File: config.mk
export PLATFORM = sky130hd
export DESIGN_NAME = spf_pin_mux
export DESIGN_NICKNAME = d
export VERILOG_FILES = /design/src/design/spf_pkg.sv /design/src/design/spf_pin_mux.sv /design/src/design/spf_sync2.sv
export VERILOG_INCLUDE_DIRS = /design/src /design/src/design
export SDC_FILE = /design/constraint.sdc
export NUM_CORES = 1
export LEC_CHECK = 0
export BUFFER_PORTS_ARGS = -buffer_cell sky130_fd_sc_hd__buf_2
export CAP_MARGIN = 20
export CORE_UTILIZATION = 40
export DETAILED_ROUTE_END_ITERATION = 8
export GPL_ROUTABILITY_DRIVEN = 0
export GPL_TIMING_DRIVEN = 1
export SLEW_MARGIN = 20
export SYNTH_ARGS = -nofsm -noshare
export SYNTH_HDL_FRONTEND = slang
export SYNTH_SLANG_ARGS = --single-unit
export TNS_END_PERCENT = 10
File: constraint.sdc
create_clock -name CLK_SYS_I -period 6.75 [get_ports CLK_SYS_I]
set_input_delay 0.3375 -clock CLK_SYS_I [delete_from_list [all_inputs] [get_ports CLK_SYS_I]]
set_output_delay 0.3375 -clock CLK_SYS_I [all_outputs]
set_load 0.005 [all_outputs]
File: src/design/spf_consts.svh
// constants for the serial pin function and clock direction block
// assumes a single 250 MHz system clock; included by bare name
`ifndef SPF_CONSTS_SVH
`define SPF_CONSTS_SVH

// system clock period
`define SPF_CLK_PERIOD_NS     4
// silence on frame sync after which the pll is taken as unlocked
`define SPF_SYNC_LOSS_NS      100000
// longest time, rounds down
`define SPF_SYNC_LOSS_CYC     (`SPF_SYNC_LOSS_NS / `SPF_CLK_PERIOD_NS)
// delay from pll unlock to bus reset
`define SPF_UNLOCK_DLY_NS     1000000
// least time, rounds up
`define SPF_UNLOCK_DLY_CYC    ((`SPF_UNLOCK_DLY_NS + `SPF_CLK_PERIOD_NS - 1) / `SPF_CLK_PERIOD_NS)
// bit clock half period in system cycles at normal frame rate
`define SPF_BCLK_HALF_DIV     8'h0A
// mic clock half period in system cycles
`define SPF_MIC_HALF_DIV      8'h28
// width of the watchdog counter
`define SPF_WD_W              20
// width of the bit counter inside a frame
`define SPF_BIT_W             11
// channel sizes in bits
`define SPF_CH16_BITS         6'h10
`define SPF_CH24_BITS         6'h18
`define SPF_CH32_BITS         6'h20
// one-hot monitor state codes
`define SPF_ST_IDLE           4'h1
`define SPF_ST_ACQ            4'h2
`define SPF_ST_LOCK           4'h4
`define SPF_ST_LOST           4'h8

`endif

File: src/design/spf_pkg.sv
// types for the serial pin function and clock direction block
// assumes spf_consts.svh is on the include path
`include "spf_consts.svh"

package spf_pkg;

   typedef enum logic {SPF_ROLE_MAIN = 1'b0, SPF_ROLE_SUB = 1'b1} spf_role_t;
   typedef enum logic [1:0] {SPF_RATE_NORM = 2'h0, SPF_RATE_INC = 2'h1,
                             SPF_RATE_RED = 2'h2} spf_rate_t;
   typedef enum logic [1:0] {SPF_CH_16 = 2'h0, SPF_CH_24 = 2'h1, SPF_CH_32 = 2'h2} spf_chan_t;
   typedef enum logic {SPF_P0_RX0 = 1'b0, SPF_P0_GPIO = 1'b1} spf_fn0_t;
   typedef enum logic [1:0] {SPF_P1_RX1 = 2'h0, SPF_P1_TX3 = 2'h1,
                             SPF_P1_GPIO = 2'h2} spf_fn1_t;
   typedef enum logic [2:0] {SPF_P2_RX2 = 3'h0, SPF_P2_TX2 = 3'h1, SPF_P2_ALT_SEL = 3'h2,
                             SPF_P2_SEL_OUT1 = 3'h3, SPF_P2_GPIO = 3'h4} spf_fn2_t;
   typedef enum logic [3:0] {SPF_IDLE = `SPF_ST_IDLE, SPF_ACQ = `SPF_ST_ACQ,
                             SPF_LOCK = `SPF_ST_LOCK, SPF_LOST = `SPF_ST_LOST} spf_mon_t;

   // configuration loaded by one write strobe
   typedef struct packed {
      spf_role_t  role;
      logic       paired;       // paired parallel-bus mode
      logic       mic_en;       // pulse-density inputs enabled
      logic       mic_clk_sel;  // bit-clock pin carries mic clock
      spf_fn0_t   fn0;
      spf_fn1_t   fn1;
      spf_fn2_t   fn2;
      spf_rate_t  rate;
      logic [2:0] slots_log2;   // slots per frame = 2**slots_log2
      spf_chan_t  chan;
   } spf_cfg_t;

   // whole state of the top module
   typedef struct packed {
      spf_cfg_t               cfg;
      logic                   cfg_ok;
      logic [2:0]             sio_o;
      logic [2:0]             sio_oe;
      logic [2:0]             sio_ie;
      logic                   fs_o;
      logic                   fs_oe;
      logic                   fs_ie;
      logic                   bc_o;
      logic                   bc_oe;
      logic                   bc_ie;
      logic [2:0]             rx;
      logic [1:0]             mic;
      logic [2:0]             gpin;
      logic                   alt_sel;
      logic                   pll_ref;
      logic                   bclk_core;
      logic                   frame_start;
      logic                   pll_lock;
      logic                   bus_rst;
      spf_mon_t               mon;
      logic [`SPF_WD_W-1:0]   wd_cnt;
      logic                   fs_prev;
      logic [7:0]             div_cnt;
      logic                   bclk_q;
      logic                   fsync_q;
      logic [`SPF_BIT_W-1:0]  bit_cnt;
      logic [7:0]             mic_cnt;
      logic                   mic_q;
   } spf_state_t;

endpackage

File: src/design/spf_pin_mux.sv
// serial pin function selection and frame sync / bit clock direction
// assumes core audio, gpio and spi logic on the same clock; pads resolve o/oe outside
`timescale 1ns/1ps

//////////////////////////////////////////////////////////////////////////////
// Notes on behaviour
// - during reset every pin undriven and its input buffer off
// - pin zero: receive lane zero, mic input zero, or general pin zero
// - pin one: receive lane one or transmit three, mic one, or general one
// - pin two: receive lane two or transmit lane two
// - pin two free of audio: alternate select input or select output one
// - pin two general pin only when neither audio nor select
// - frame sync marks the start of each audio frame
// - main node: frame sync is the pll reference for all clocking
// - main node: frame sync silence unlocks pll, bus resets after delay
// - subordinate: device drives frame sync at configured frame rate
// - paired mode subordinate: frame sync is an input from partner
// - subordinate: device drives bit clock from rate alone; tdm mode and size set frame length
// - subordinate: bit-clock pin may carry the mic clock instead
// - paired mode subordinate: bit clock is an input from partner
module spf_pin_mux
   import spf_pkg::*;
#(
   parameter int SYNC_LOSS_CYC  = `SPF_SYNC_LOSS_CYC,
   parameter int UNLOCK_DLY_CYC = `SPF_UNLOCK_DLY_CYC,
   parameter logic [7:0] BCLK_HALF_DIV = `SPF_BCLK_HALF_DIV,
   parameter logic [7:0] MIC_HALF_DIV  = `SPF_MIC_HALF_DIV
) (
   input  wire logic       CLK_SYS_I,
   input  wire logic       SYS_RST_I,
   // configuration
   input  wire spf_cfg_t   CFG_I,
   input  wire logic       CFG_WR_I,
   output logic            CFG_VALID_O,
   // serial pins
   input  wire logic [2:0] SERIAL_PIN_I,
   output logic      [2:0] SERIAL_PIN_O,
   output logic      [2:0] SERIAL_PIN_OE_O,
   output logic      [2:0] SERIAL_PIN_IE_O,
   // frame sync and bit clock pins
   input  wire logic       FRAME_SYNC_I,
   output logic            FRAME_SYNC_O,
   output logic            FRAME_SYNC_OE_O,
   output logic            FRAME_SYNC_IE_O,
   input  wire logic       BIT_CLOCK_I,
   output logic            BIT_CLOCK_O,
   output logic            BIT_CLOCK_OE_O,
   output logic            BIT_CLOCK_IE_O,
   // core side
   output logic      [2:0] RECEIVE_LANE_O,
   input  wire logic       TRANSMIT_LANE_TWO_I,
   input  wire logic       TRANSMIT_LANE_THREE_I,
   output logic      [1:0] MIC_INPUT_O,
   input  wire logic [2:0] GENERAL_PIN_OUT_I,
   input  wire logic [2:0] GENERAL_PIN_OUT_EN_I,
   output logic      [2:0] GENERAL_PIN_IN_O,
   output logic            ALT_TARGET_SELECT_IN_O,
   input  wire logic       TARGET_SELECT_OUT_ONE_I,
   output logic            PLL_REF_O,
   output logic            BIT_CLOCK_CORE_O,
   output logic            FRAME_START_O,
   output logic            PLL_LOCK_O,
   output logic            BUS_RST_O
);

   spf_state_t r_r;
   spf_state_t r_nxt;
   logic [4:0] pin_s;
   logic [2:0] sio_s;
   logic       fs_s;
   logic       bc_s;

   //////////////////////////////////////////////////////////////////////////
   // pin input synchronisers, nothing reads the first stage
   spf_sync2 #(
      .W (5)
   ) u_sync (
      .CLK_SYS_I (CLK_SYS_I),
      .SYS_RST_I (SYS_RST_I),
      .d_i       ({BIT_CLOCK_I, FRAME_SYNC_I, SERIAL_PIN_I}),
      .q_o       (pin_s)
   );

   assign sio_s = pin_s[2:0];
   assign fs_s  = pin_s[3];
   assign bc_s  = pin_s[4];

   //////////////////////////////////////////////////////////////////////////
   // next state
   always_comb begin
      logic                  is_main;
      logic                  drive_clk;
      logic [7:0]            half;
      logic [5:0]            ch_bits;
      logic [`SPF_BIT_W-1:0] bits;
      logic                  edge_s;
      is_main   = 1'b0;
      drive_clk = 1'b0;
      half      = BCLK_HALF_DIV;
      ch_bits   = `SPF_CH32_BITS;
      bits      = '0;
      edge_s    = 1'b0;
      r_nxt     = r_r;

      // one-cycle pulses and per-cycle pin state default to idle
      r_nxt.frame_start = 1'b0;
      r_nxt.bus_rst     = 1'b0;
      r_nxt.sio_o       = '0;
      r_nxt.sio_oe      = '0;
      r_nxt.sio_ie      = '0;
      r_nxt.fs_o        = 1'b0;
      r_nxt.fs_oe       = 1'b0;
      r_nxt.fs_ie       = 1'b0;
      r_nxt.bc_o        = 1'b0;
      r_nxt.bc_oe       = 1'b0;
      r_nxt.bc_ie       = 1'b0;
      r_nxt.rx          = '0;
      r_nxt.mic         = '0;
      r_nxt.gpin        = '0;
      r_nxt.alt_sel     = 1'b0;

      // configuration held until rewritten; pins wait for it
      if (CFG_WR_I) begin
         r_nxt.cfg    = CFG_I;
         r_nxt.cfg_ok = 1'b1;
      end

      is_main   = r_r.cfg_ok && (r_r.cfg.role == SPF_ROLE_MAIN);
      drive_clk = r_r.cfg_ok && (r_r.cfg.role == SPF_ROLE_SUB) && !r_r.cfg.paired;

      // serial pin functions, only once configured
      if (r_r.cfg_ok) begin
         // pin zero
         r_nxt.sio_ie[0] = 1'b1;
         if (r_r.cfg.mic_en) begin
            r_nxt.mic[0] = sio_s[0];
         end else if (r_r.cfg.fn0 == SPF_P0_RX0) begin
            r_nxt.rx[0] = sio_s[0];
         end else begin
            r_nxt.gpin[0]   = sio_s[0];
            r_nxt.sio_o[0]  = GENERAL_PIN_OUT_I[0];
            r_nxt.sio_oe[0] = GENERAL_PIN_OUT_EN_I[0];
         end
         // pin one; mic input wins over the lane choice
         r_nxt.sio_ie[1] = 1'b1;
         if (r_r.cfg.mic_en) begin
            r_nxt.mic[1] = sio_s[1];
         end else begin
            case (r_r.cfg.fn1)
               SPF_P1_RX1: begin
                  r_nxt.rx[1] = sio_s[1];
               end
               SPF_P1_TX3: begin
                  r_nxt.sio_ie[1] = 1'b0;
                  r_nxt.sio_o[1]  = TRANSMIT_LANE_THREE_I;
                  r_nxt.sio_oe[1] = 1'b1;
               end
               default: begin
                  r_nxt.gpin[1]   = sio_s[1];
                  r_nxt.sio_o[1]  = GENERAL_PIN_OUT_I[1];
                  r_nxt.sio_oe[1] = GENERAL_PIN_OUT_EN_I[1];
               end
            endcase
         end
         // pin two; exclusive select keeps general use last in line
         r_nxt.sio_ie[2] = 1'b1;
         case (r_r.cfg.fn2)
            SPF_P2_RX2: begin
               r_nxt.rx[2] = sio_s[2];
            end
            SPF_P2_TX2: begin
               r_nxt.sio_ie[2] = 1'b0;
               r_nxt.sio_o[2]  = TRANSMIT_LANE_TWO_I;
               r_nxt.sio_oe[2] = 1'b1;
            end
            SPF_P2_ALT_SEL: begin
               r_nxt.alt_sel = sio_s[2];
            end
            SPF_P2_SEL_OUT1: begin
               r_nxt.sio_ie[2] = 1'b0;
               r_nxt.sio_o[2]  = TARGET_SELECT_OUT_ONE_I;
               r_nxt.sio_oe[2] = 1'b1;
            end
            default: begin
               r_nxt.gpin[2]   = sio_s[2];
               r_nxt.sio_o[2]  = GENERAL_PIN_OUT_I[2];
               r_nxt.sio_oe[2] = GENERAL_PIN_OUT_EN_I[2];
            end
         endcase
      end

      //////////////////////////////////////////////////////////////////////
      // subordinate clock generation; rate scales the bit clock divider
      case (r_r.cfg.rate)
         SPF_RATE_INC: half = {1'b0, BCLK_HALF_DIV[7:1]};
         SPF_RATE_RED: half = {BCLK_HALF_DIV[6:0], 1'b0};
         default:      half = BCLK_HALF_DIV;
      endcase
      if (half == 8'h00) begin
         half = 8'h01;                  // never below one cycle
      end
      case (r_r.cfg.chan)
         SPF_CH_16: ch_bits = `SPF_CH16_BITS;
         SPF_CH_24: ch_bits = `SPF_CH24_BITS;
         default:   ch_bits = `SPF_CH32_BITS;
      endcase
      bits = `SPF_BIT_W'({5'h00, ch_bits} << r_r.cfg.slots_log2);

      if (drive_clk) begin
         r_nxt.div_cnt = r_r.div_cnt + 8'h01;
         if (r_r.div_cnt >= half - 8'h01) begin
            r_nxt.div_cnt = 8'h00;
            r_nxt.bclk_q  = ~r_r.bclk_q;
            // advance a bit on each falling edge of the bit clock
            if (r_r.bclk_q) begin
               if (r_r.bit_cnt >= bits - `SPF_BIT_W'(1)) begin
                  r_nxt.bit_cnt     = '0;
                  r_nxt.fsync_q     = 1'b1;
                  r_nxt.frame_start = 1'b1;
               end else begin
                  r_nxt.bit_cnt = r_r.bit_cnt + `SPF_BIT_W'(1);
                  r_nxt.fsync_q = 1'b0;
               end
            end
         end
         // mic clock runs independently so mic and tdm rates can differ
         r_nxt.mic_cnt = r_r.mic_cnt + 8'h01;
         if (r_r.mic_cnt >= MIC_HALF_DIV - 8'h01) begin
            r_nxt.mic_cnt = 8'h00;
            r_nxt.mic_q   = ~r_r.mic_q;
         end
         r_nxt.fs_o      = r_r.fsync_q;
         r_nxt.fs_oe     = 1'b1;
         r_nxt.bc_o      = r_r.cfg.mic_clk_sel ? r_r.mic_q : r_r.bclk_q;
         r_nxt.bc_oe     = 1'b1;
         r_nxt.bclk_core = r_r.bclk_q;
         r_nxt.pll_ref   = r_r.fsync_q;
      end else begin
         r_nxt.div_cnt = 8'h00;
         r_nxt.bclk_q  = 1'b0;
         r_nxt.fsync_q = 1'b0;
         r_nxt.bit_cnt = '0;
         r_nxt.mic_cnt = 8'h00;
         r_nxt.mic_q   = 1'b0;
         // main or paired: both clock pins are inputs
         if (r_r.cfg_ok) begin
            r_nxt.fs_ie     = 1'b1;
            r_nxt.bc_ie     = 1'b1;
            r_nxt.pll_ref   = fs_s;
            r_nxt.bclk_core = bc_s;
            r_nxt.frame_start = fs_s & ~r_r.fs_prev;
         end else begin
            r_nxt.pll_ref   = 1'b0;
            r_nxt.bclk_core = 1'b0;
         end
      end
      r_nxt.fs_prev = fs_s;

      //////////////////////////////////////////////////////////////////////
      // frame sync watchdog on the main node
      edge_s = fs_s ^ r_r.fs_prev;
      case (r_r.mon)
         SPF_IDLE: begin
            r_nxt.wd_cnt   = '0;
            r_nxt.pll_lock = 1'b0;
            if (is_main) begin
               r_nxt.mon = SPF_ACQ;
            end
         end
         SPF_ACQ: begin
            r_nxt.wd_cnt = '0;
            if (edge_s) begin
               r_nxt.mon      = SPF_LOCK;
               r_nxt.pll_lock = 1'b1;
            end
         end
         SPF_LOCK: begin
            r_nxt.wd_cnt = edge_s ? '0 : r_r.wd_cnt + `SPF_WD_W'(1);
            if (!edge_s && r_r.wd_cnt >= `SPF_WD_W'(SYNC_LOSS_CYC - 1)) begin
               r_nxt.mon      = SPF_LOST;
               r_nxt.pll_lock = 1'b0;
               r_nxt.wd_cnt   = '0;
            end
         end
         SPF_LOST: begin
            r_nxt.wd_cnt = r_r.wd_cnt + `SPF_WD_W'(1);
            if (r_r.wd_cnt >= `SPF_WD_W'(UNLOCK_DLY_CYC - 1)) begin
               r_nxt.bus_rst = 1'b1;
               r_nxt.wd_cnt  = '0;
               r_nxt.mon     = SPF_ACQ;
            end
         end
         default: begin
            r_nxt.mon = SPF_IDLE;
         end
      endcase
      if (!is_main) begin
         r_nxt.mon      = SPF_IDLE;
         r_nxt.pll_lock = 1'b0;
      end
   end

   //////////////////////////////////////////////////////////////////////////
   // state register; reset leaves all pins undriven with inputs off
   always_ff @(posedge CLK_SYS_I) begin
      if (SYS_RST_I) begin
         r_r     <= '0;
         r_r.mon <= SPF_IDLE;
      end else begin
         r_r <= r_nxt;
      end
   end

   //////////////////////////////////////////////////////////////////////////
   // outputs straight from the state register
   assign CFG_VALID_O            = r_r.cfg_ok;
   assign SERIAL_PIN_O           = r_r.sio_o;
   assign SERIAL_PIN_OE_O        = r_r.sio_oe;
   assign SERIAL_PIN_IE_O        = r_r.sio_ie;
   assign FRAME_SYNC_O           = r_r.fs_o;
   assign FRAME_SYNC_OE_O        = r_r.fs_oe;
   assign FRAME_SYNC_IE_O        = r_r.fs_ie;
   assign BIT_CLOCK_O            = r_r.bc_o;
   assign BIT_CLOCK_OE_O         = r_r.bc_oe;
   assign BIT_CLOCK_IE_O         = r_r.bc_ie;
   assign RECEIVE_LANE_O         = r_r.rx;
   assign MIC_INPUT_O            = r_r.mic;
   assign GENERAL_PIN_IN_O       = r_r.gpin;
   assign ALT_TARGET_SELECT_IN_O = r_r.alt_sel;
   assign PLL_REF_O              = r_r.pll_ref;
   assign BIT_CLOCK_CORE_O       = r_r.bclk_core;
   assign FRAME_START_O          = r_r.frame_start;
   assign PLL_LOCK_O             = r_r.pll_lock;
   assign BUS_RST_O              = r_r.bus_rst;
endmodule // spf_pin_mux

File: src/design/spf_sync2.sv
// two flip-flop synchroniser for a group of pin inputs
// assumes inputs are asynchronous to CLK_SYS_I
`timescale 1ns/1ps

module spf_sync2 #(
   parameter int W = 5
) (
   input  wire logic         CLK_SYS_I,
   input  wire logic         SYS_RST_I,
   input  wire logic [W-1:0] d_i,
   output logic      [W-1:0] q_o
);
   typedef struct packed {
      logic [W-1:0] meta;
      logic [W-1:0] stab;
   } spf_sync_st_t;

   spf_sync_st_t st_r;
   spf_sync_st_t st_nxt;

   // first stage feeds only the second
   always_comb begin
      st_nxt      = st_r;
      st_nxt.meta = d_i;
      st_nxt.stab = st_r.meta;
   end

   always_ff @(posedge CLK_SYS_I) begin
      if (SYS_RST_I) begin
         st_r <= '0;
      end else begin
         st_r <= st_nxt;
      end
   end

   assign q_o = st_r.stab;
endmodule // spf_sync2

==> run_results.csv, run 1 <==
group,metric,value,unit
outcome,status,"completed",
floorplan,die_h,118,µm
synthesis,synthCells,582,
critical_path,crit_type,"register to register",
synthesis,synth_top_cell_area_share,40.7,%
power,p_per_area,221,mW/mm²
drt,drt_first_pass_iters,5,
clock_network,clock_path_buffers,2,
floorplan,core.rowCount,42,
sta,relSlewSlack,34.1,%
synthesis,yosys_warnings,0,
synthesis,yosys.area.top_type,"dfxtp_1",
critical_path,crit_fanout,13,
drt,avgRoutedWirePerCell,14.3,µm
critical_path,critPathLaunchType,"register",
sta,skew,10.4,ps
hold_path,hold_path_class,"input pin to register",
critical_path,crit_path_top_delay_cell,"a311oi_4",
floorplan,die_w,118,µm
drt,drtAntennaViolNets,0,
floorplan,start_util,41.0,%
finish,final_core_util,45.2,%
clock_network,htree_levels,3,
drt,vias_per_cell,5.32,
sta,period_minus_slack,3590,ps
finish,fill_cells,1269,
run,cap_violations,0,
drt,wirelength,11300,µm
critical_path,required,7040,ps
finish,antenna_cells,0,
critical_path,crit_chain,"ha_1 > nor3_1 > nor2_1 > a211oi_1 > mux2i_1 > nand3_1 > ha_1 > and4_1 > nand4_1 > a311oi_4 > a22o_1",
synthesis,synth.avg_cell_area,9.29,µm²
synthesis,synth_top_flop_cell,"dfxtp_1",
sta,setup_viol,0,
global_route,grt_overflow,0,
synthesis,async_reset_ff_share,0,%
clock_network,cts_made_buffers,9,
synthesis,ys_top_cells_by_area,"dfxtp_1, ha_1, mux2i_1",
global_route,grt_pass1_wl,19100,µm
clock_network,holdBufCountCts,0,
sta,whs,195,ps
place,dpl.hpwl,8020,µm
power,vdd_ir_drop_max,0.154,mV
critical_path,worst_path_dominant_cell_family,"compound AO/OA/AOI/OAI gates",
finish,fin_nets,668,
place,placed_area,0.00565,mm²
sta,tns,0,ps
critical_path,worst_path_most_repeated_cell,"ha_1",
sta,slew_violations,0,
clock_network,clockRootBuffer,"clkbuf_16",
drt,route.met2.wl,5330,µm
critical_path,cp.arrival,3880,ps
finish,design_area,0.00596,mm²
clock_network,clk_pin_slew,80,ps
drt,wl_met1,5280,µm
synthesis,netlist_area,0.00541,mm²
floorplan,core,0.0132,mm²
place,io_buffers,63,
sta,period_share,53.1,%
drt,vias,4203,
finish,drive_above_1_share,17.8,%
sta,finalHoldViolCount,0,
sta,tightest_slew,987,ps
critical_path,timing.critical_path.buf_inv,0,
drt,maxUsedRoutingLayer,"met4",
clock_network,cts_resized,0,
drt,drt-initial-drc-count,267,
drt,drcViolationCount,0,
sta,rsz0062_at_grt,"false",
clock_network,post_cts_buffers,0,
clock_network,clock_latency,350,ps
global_route,grt_antenna_before_repair,0,
power,p_leak,0.00239,µW
critical_path,crit_path_max_incr_delay,750,ps
synthesis,ys_seq_area_share,40.7,%
critical_path,critPathCaptureType,"register",
clock_network,clock_sinks,110,
synthesis,synth_cell_types,71,
global_route,grt_max_degree,45,
drt,met3_length,491,µm
sta,fmax,279,MHz
floorplan,ioPinCount,64,
synthesis,synth_seq_cells,110,
clock_network,cts_tree,"built",
synthesis,synth_edf_count,0,
floorplan,die-area,0.0140,mm²
global_route,grt_use_total,16.9,%
global_route,grt_pass1_vias,4090,
finish,synthToLayoutAreaGrowth,10.2,%
[placed cells by master, fill, tap and decap left out, types with 5 or more instances in the layout]
master     netlist  routed
xor2_1          12      12
nor4_1           5       5
a211oi_1        12      11
mux2i_1         23      23
dfxtp_1        110     110
inv_1           24      24
or4_1            7       7
and4_1           6       6
ha_1            25      25
nand2_1         34      34
a211oi_2         5       6
and3_1          14      14
o31ai_1         16      16
o21ai_0         12      12
a21oi_1         14      14
buf_2           14      63
xnor2_1         14      14
and2_1           8       8
nand3_1         21      21
nor2b_1         21      21
nor3_1           8       8
nor2_1          60      60
nand4_1          8       8
clkbuf_16        0       9
[path summary, 6_finish.rpt]
kind	slack [ps]	start	cells past startpoint	endpoint
max	3160	r_r[86]	11	FRAME_START_O
min	200	SERIAL_PIN_I[0]	2	u_sync.st_nxt[0]
max reg2reg	3160	r_r[86]	11	FRAME_START_O
min reg2reg	430	u_sync.st_nxt[3]	1	u_sync.q_o[3]
[cells in the mapped netlist (3+ instances only)]
cell      instances
a211oi_1         12
a211oi_2          5
a21o_1            4
a21oi_1          14
a221oi_1          4
a22oi_1           3
and2_1            8
and3_1           14
and4_1            6
buf_1             3
buf_2            14
buf_4            20
buf_6             3
clkbuf_1          7
dfxtp_1         110
ha_1             25
inv_1            24
mux2i_1          23
nand2_1          34
nand2_2           3
nand2b_1          3
nand3_1          21
nand4_1           8
nor2_1           60
nor2b_1          21
nor3_1            8
nor4_1            5
o21a_1            3
o21ai_0          12
o22ai_1           4
o31ai_1          16
or3_1             3
or4_1             7
xnor2_1          14
xor2_1           12
[final cells by class]
class / count / area (µm²) / share of cell area (%)
Sequential cell: 110 / 2200 / 36.9
Clock buffer: 10 / 229 / 3.84
Timing Repair Buffer: 63 / 315 / 5.29
Multi-Input combinational cell: 400 / 2830 / 47.5
Tap cell: 176 / 220 / 3.69
Clock inverter: 6 / 70.1 / 1.18
Inverter: 25 / 93.8 / 1.57
[flip-flops by register name, indices dropped and copies added (netlist names)]
| name | cells |
|---|---|
| MIC_INPUT_O | 2 |
| ALT_TARGET_SELECT_IN_O | 1 |
| CFG_VALID_O | 1 |
| BIT_CLOCK_OE_O | 1 |
| BUS_RST_O | 1 |
| FRAME_SYNC_O | 1 |
| FRAME_START_O | 1 |
| PLL_REF_O | 1 |
| u_sync.q_o | 5 |
| GENERAL_PIN_IN_O | 3 |
| u_sync.st_nxt | 5 |
| SERIAL_PIN_O | 3 |
| r_r | 72 |
| SERIAL_PIN_IE_O | 3 |
| BIT_CLOCK_CORE_O | 1 |
| RECEIVE_LANE_O | 3 |
| SERIAL_PIN_OE_O | 3 |
| PLL_LOCK_O | 1 |
| BIT_CLOCK_O | 1 |
| BIT_CLOCK_IE_O | 1 |
[through the flow]
step	instances	worst slack, ps	power, µW
2_1_floorplan	584	3550	766
6_report	790	3160	1320
3_3_place_gp	774	3090	789
3_5_place_dp	774	2990	793
4_1_cts	790	2940	1330
5_1_grt	790	2940	1370
[cell families (layout without fill, tap and decap cells)]
| logic type | count (synthesis) | in the layout | share of synthesized area, % |
|---|---|---|---|
| mux | 25 | 25 | 4.67 |
| xor+xnor | 26 | 26 | 4.21 |
| compound gates | 104 | 104 | 15.5 |
| fa+ha+maj | 25 | 25 | 5.78 |
| other cells | 2 | 4 | 0.139 |
| simple gates | 216 | 216 | 21.5 |
| buf+inv | 74 | 104 | 7.49 |
| flops | 110 | 110 | 40.7 |
[layer usage]
metal	GRT usage [%]	up-vias
met1	21.6	1989
li1	-	2098
met4	7.77	0
met2	27.5	98
met3	3.28	18
met5	0	-
[power breakdown]
| group | switching [µW] | internal (µW) | total [µW] |
|---|---|---|---|
| registers | 13.3 | 662 | 676 |
| logic | 57.3 | 44.6 | 102 |
| clock network | 249 | 291 | 541 |
Power figures use the tool's default switching activity.
==> run 2, diff against run 1 <==
clock period = 3.6 ns   (was 6.75 ns; I/O delays follow)
==> run 2 against run 1 <==
Compared with the run above:
- clock skew is 0.54 ps lower
- routed wire length shrank 1.0%
- power increased by 90%
- register-to-register slack lost 2800 ps
- critical path depth grew 2
- largest cell class unchanged
- sequential cell count did not move
- first-iteration DRC count shrank 10%
- sequential share of layout area is 0.53 points lower
- largest power group unchanged
==> run_results.csv, run 2 (synthesis results as in run 1) <==
group,metric,value,unit
outcome,status,"completed",
power,p_leak,0.00244,µW
finish,synthToLayoutAreaGrowth,11.8,%
critical_path,critPathLaunchType,"register",
sta,rsz0062_at_grt,"false",
sta,period_minus_slack,3260,ps
drt,met3_length,575,µm
global_route,grt_antenna_before_repair,0,
global_route,grt_max_degree,44,
drt,vias,4178,
place,placed_area,0.00570,mm²
floorplan,die_w,118,µm
sta,finalHoldViolCount,0,
clock_network,clk_pin_slew,70,ps
global_route,grt_overflow,0,
sta,fmax,307,MHz
sta,worst_slack,338,ps
clock_network,cts_tree,"built",
global_route,grt_pass1_wl,19000,µm
drt,vias_per_cell,5.24,
critical_path,crit_type,"register to register",
drt,avgRoutedWirePerCell,14.1,µm
drt,drtAntennaViolNets,0,
sta,setup_viol,0,
sta,slew_violations,0,
finish,antenna_cells,0,
drt,drt_first_pass_iters,4,
critical_path,crit_chain,"ha_1 > nor3_1 > nor2_1 > a211oi_1 > buf_4 > mux2_2 > nand3_1 > ha_1 > and4_1 > a221oi_2 > a311oi_4 > buf_12 > o21a_1",
finish,final_common_cell,"dfxtp_1",
critical_path,worst_path_dominant_cell_family,"compound AO/OA/AOI/OAI gates",
global_route,grt_pass1_vias,4033,
drt,maxUsedRoutingLayer,"met4",
critical_path,r2r_start,"r_r[86]",
critical_path,startpoint,"r_r[86]",
drt,drcViolationCount,0,
power,vdd_ir_drop_max,0.256,mV
finish,largest-register,"r_r",
run,cap_violations,0,
critical_path,worst_path_most_repeated_cell,"ha_1",
floorplan,core,0.0132,mm²
clock_network,cts_made_buffers,9,
clock_network,clock_latency,350,ps
critical_path,crit_path_max_incr_delay,460,ps
drt,drt-initial-drc-count,239,
power,p_per_area,415,mW/mm²
sta,skew,9.82,ps
global_route,grt_use_total,16.9,%
critical_path,reg2reg_setup_slack,340,ps
sta,relSlewSlack,30.5,%
finish,drive_above_1_share,19.0,%
clock_network,clock_sinks,110,
critical_path,crit_fanout,13,
hold_path,hold_start,"FRAME_SYNC_I",
finish,design_area,0.00605,mm²
floorplan,start_util,41.0,%
clock_network,clockRootBuffer,"clkbuf_16",
drt,route.met2.wl,5160,µm
place,io_buffers,63,
critical_path,cp.arrival,3510,ps
clock_network,clock_path_buffers,2,
critical_path,critPathCaptureType,"register",
sta,tightest_slew,1040,ps
finish,largest_register_ffs,72,
clock_network,htree_levels,3,
place,dp_slack,-198,ps
sta,period_share,90.6,%
finish,fill_cells,1296,
hold_path,hold_path_class,"input pin to register",
critical_path,crit_path_top_delay_cell,"dfxtp_1",
floorplan,die-area,0.0140,mm²
place,dpl.hpwl,8010,µm
critical_path,timing.critical_path.buf_inv,2,
critical_path,required,3850,ps
finish,fin_nets,675,
floorplan,ioPinCount,64,
floorplan,die_h,118,µm
floorplan,core.rowCount,42,
finish,final-seq-area,0.00220,mm²
finish,final_cell_mix,"dfxtp_1, buf_2, nor2_1",
drt,wirelength,11200,µm
drt,wl_met1,5330,µm
finish,multi_input_area,0.00284,mm²
[run 2: cell count changes in the layout (fill, tap and decap cells not counted)]
cell / previous run / this run
buf_4: 0 / 6
a221oi_1: 4 / 3
a221oi_2: 0 / 1
buf_12: 0 / 1
clkinv_2: 1 / 0
clkinv_8: 0 / 1
nor3b_1: 2 / 1
nor3b_2: 0 / 1
[run 2: final timing paths]
check,to,cells after the start
worst min-delay path,u_sync.st_nxt[3],2
worst min register to register,u_sync.q_o[3],1
worst max register to register,r_r[20],13
worst max-delay path,r_r[20],13
[run 2: repair_timing]
action                     CTS  global route
resized for setup            1             2
buffers inserted             0             1
pin swaps                    0             1
hold buffers                 0             0
setup endpoints to repair   13            13
[run 2: worst register-to-register path: stages (launching register included)]
cell,delay (ps)
dfxtp_1,460
ha_1,360
nor3_1,170
nor2_1,90
a211oi_1,250
buf_4,160
mux2_2,320
nand3_1,80
ha_1,240
and4_1,220
a221oi_2,300
a311oi_4,160
buf_12,180
o21a_1,180
[run 2: where the power goes]
| group | total (µW) | internal (µW) | switching (µW) |
|---|---|---|---|
| combinational | 203 | 90.6 | 113 |
| sequential | 1260 | 1240 | 23.1 |
| clock | 1040 | 554 | 486 |
[run 2: final cells by class]
class	count	area share [%]
multi-input cells	400	47.0
inverters	25	1.55
clock inverters	6	1.34
flip-flops and latches	110	36.4
clock buffers	10	3.78
well taps	176	3.64
repair buffers	70	6.29
[run 2: routing by layer]
layer / global-route usage (%) / up-vias
li1: - / 2119
met1: 21.2 / 1951
met2: 28.0 / 99
met3: 4.83 / 9
met4: 4.97 / 0
met5: 0 / -
[run 2: per-stage QoR]
step	std cells	utilization [%]	TNS, ps	power, µW	hold slack (ps)
3_3_place_gp	780	43.2	-9.98	1490	389
3_5_place_dp	780	43.2	-1920	1500	402
5_1_grt	797	45.9	0	2610	39.4
6_report	797	45.9	0	2510	40.0
2_1_floorplan	584	-	0	1440	308
4_1_cts	796	45.6	0	2540	31.2
==> run 3, diff against run 2 <==
ABC_AREA = 1   (was unset)
==> run 3 against run 2 <==
Compared with the run above:
- power shrank 0.57%
- maximum frequency grew 13%
- non-clock buffer count shrank 5
- clock power is essentially flat
- sequential cell count is the same
- die area grew 5.2%
- synthesized cell count grew 39%
- synthesized area grew 5.3%
- clock skew grew 4.1 ps
- sequential share of layout area shrank 1.6 points
- critical path type unchanged
- critical endpoint is now r_r[9]
- largest power group unchanged
==> run_results.csv, run 3 <==
group,metric,value,unit
synthesis,synth.avg_cell_area,7.04,µm²
drt,drt_first_pass_iters,6,
floorplan,ioPinCount,64,
finish,synthToLayoutAreaGrowth,11.1,%
power,p_leak,0.00299,µW
global_route,grt_pass1_vias,4416,
synthesis,ys_seq_area_share,38.6,%
floorplan,die_w,121,µm
power,p_per_area,394,mW/mm²
floorplan,start_util,41.0,%
critical_path,worst_path_dominant_cell_family,"simple AND/OR/NAND/NOR gates",
critical_path,cp.arrival,3170,ps
critical_path,critPathLaunchType,"register",
synthesis,synth_edf_count,0,
critical_path,required,3890,ps
synthesis,synthCells,809,
drt,vias_per_cell,4.71,
critical_path,reg2regPathDepth,16,
place,dpl.hpwl,8740,µm
critical_path,crit_type,"register to register",
global_route,grt_pass1_wl,20100,µm
global_route,grt_overflow,0,
critical_path,crit_path_max_incr_delay,410,ps
finish,antenna_cells,0,
sta,setup_viol,0,
run,cap_violations,0,
sta,period_minus_slack,2870,ps
outcome,status,"completed",
global_route,grt_antenna_before_repair,0,
synthesis,synth_top_cell_area_share,38.6,%
critical_path,crit_fanout,8,
critical_path,crit_chain,"ha_1 > inv_1 > nor2_1 > a21oi_1 > nand2_1 > nor2_1 > nand3_1 > xnor2_1 > ha_1 > nand2_1 > nor2_1 > a211oi_1 > nand4_1 > nand2_1 > nand2_1 > a21oi_1",
global_route,grt_max_degree,34,
floorplan,die-area,0.0147,mm²
drt,vias,4866,
finish,fin_nets,907,
drt,avgRoutedWirePerCell,11.7,µm
critical_path,crit_path_top_delay_cell,"dfxtp_1",
finish,largest-register,"r_r",
hold_path,hold_path_class,"input pin to register",
global_route,grt_use_total,17.2,%
finish,drive_above_1_share,13.7,%
clock_network,holdBufCountCts,1,
finish,final_core_util,45.6,%
sta,relSlewSlack,39.1,%
clock_network,cts_made_buffers,9,
synthesis,synthTopCellsByCount,"nand2_1, nor2_1, dfxtp_1, inv_1, nand3_1",
clock_network,clock_sinks,110,
clock_network,clock_latency,360,ps
drt,drt-initial-drc-count,268,
sta,rsz0062_at_grt,"false",
clock_network,cts_resized,0,
synthesis,synth_cell_types,42,
clock_network,clk_pin_slew,90,ps
clock_network,cts_tree,"built",
finish,largest_register_ffs,72,
critical_path,r2r_start,"r_r[87]",
clock_network,clockRootBuffer,"clkbuf_16",
critical_path,timing.critical_path.buf_inv,1,
place,placed_area,0.00600,mm²
sta,tns,0,ps
sta,slew_violations,0,
sta,tightest_slew,907,ps
power,vdd_ir_drop_max,0.224,mV
power,finalPower,2490,µW
drt,drcViolationCount,0,
finish,final_cell_mix,"nand2_1, nor2_1, dfxtp_1",
clock_network,htree_levels,3,
synthesis,yosys.area.top_type,"dfxtp_1",
critical_path,worst_path_most_repeated_cell,"nand2_1",
floorplan,core.rowCount,43,
critical_path,reg2reg_setup_slack,730,ps
clock_network,clock_path_buffers,2,
place,io_buffers,63,
sta,skew,13.9,ps
synthesis,synth_top_flop_cell,"dfxtp_1",
floorplan,core,0.0139,mm²
clock_network,post_cts_buffers,0,
drt,drtAntennaViolNets,0,
finish,design_area,0.00633,mm²
finish,final_common_cell,"nand2_1",
synthesis,async_reset_ff_share,0,%
critical_path,critPathCaptureType,"register",
synthesis,yosys_warnings,0,
critical_path,r2r_end,"r_r[9]",
sta,finalHoldViolCount,0,
floorplan,die_h,121,µm
synthesis,netlist_area,0.00570,mm²
sta,fmax,348,MHz
synthesis,ys_top_cells_by_area,"dfxtp_1, nand2_1, nor2_1",
drt,wirelength,12100,µm
critical_path,crit_end,"r_r[9]",
critical_path,worst-path-stages,16,
synthesis,synth_seq_cells,110,
sta,period_share,79.8,%
critical_path,startpoint,"r_r[87]",
synthesis,post-synth-top-count-cell,"nand2_1",
[run 3: cell count changes after synthesis, moves of 21 or more]
cell and change:
a21oi_1 +21, inv_1 +86, mux2i_1 -23, nand2_1 +126
nand3_1 +41, nand4_1 +21, nor2_1 +55, nor2b_1 -21
o21ai_0 +22
[run 3: report_power, final]
part / internal [µW] / switching (µW)
Combinational: 79.1 / 125
Sequential: 1240 / 16.9
Clock: 504 / 524
Total: 1830 / 666
[run 3: metrics by stage]
| stage | setup WS (ps) | hold WS [ps] | cells |
|---|---|---|---|
| floorplan | 1050 | 263 | 811 |
| global placement | 804 | 383 | 1016 |
| detailed placement | 788 | 387 | 1016 |
| CTS | 748 | 0.136 | 1033 |
| global route | 358 | 5.02 | 1033 |
| finish | 726 | 11.3 | 1033 |
[run 3: worst min path at each step]
stage / from / to / slack [ps] / cells after the start
global route: GENERAL_PIN_OUT_EN_I[0] / SERIAL_PIN_OE_O[0] / 5 / 3
detailed placement: SERIAL_PIN_I[1] / u_sync.st_nxt[1] / 390 / 3
CTS: SERIAL_PIN_I[0] / u_sync.st_nxt[0] / 0.1 / 3
finish: SERIAL_PIN_I[0] / u_sync.st_nxt[0] / 10 / 3
floorplan: SYS_RST_I / BIT_CLOCK_OE_O / 260 / 1
global placement: SERIAL_PIN_I[1] / u_sync.st_nxt[1] / 380 / 3
[run 3: cell type report]
cell class              instances  area, µm²
repair buffers                 65        333
well taps                     180        225
inverters                     124        465
multi-input cells             538       2790
flip-flops and latches        110       2200
fillers                      1479       7550
clock buffers                   9        225
clock inverters                 7       93.8
[run 3: routing by layer]
layer	up-vias	wire, µm	GRT usage (%)
met5	-	0	0
met4	0	233	6.33
met3	15	425	3.90
met2	69	5640	28.5
met1	2155	5760	21.7
li1	2627	-	-
[run 3: kinds of logic after synthesis]
family / synth area share, %
AOI/OAI and AO/OA: 7.22
buffers and inverters: 12.6
other: 0.132
DFF: 38.6
and+or+nand+nor: 33.0
xor gates and xnor gates: 2.92
adders and majority gates: 5.49
[run 3: worst min-delay path, cell delays in order]
cell	delay [ps]
buf_2	70
inv_1	30
nor2_1	60
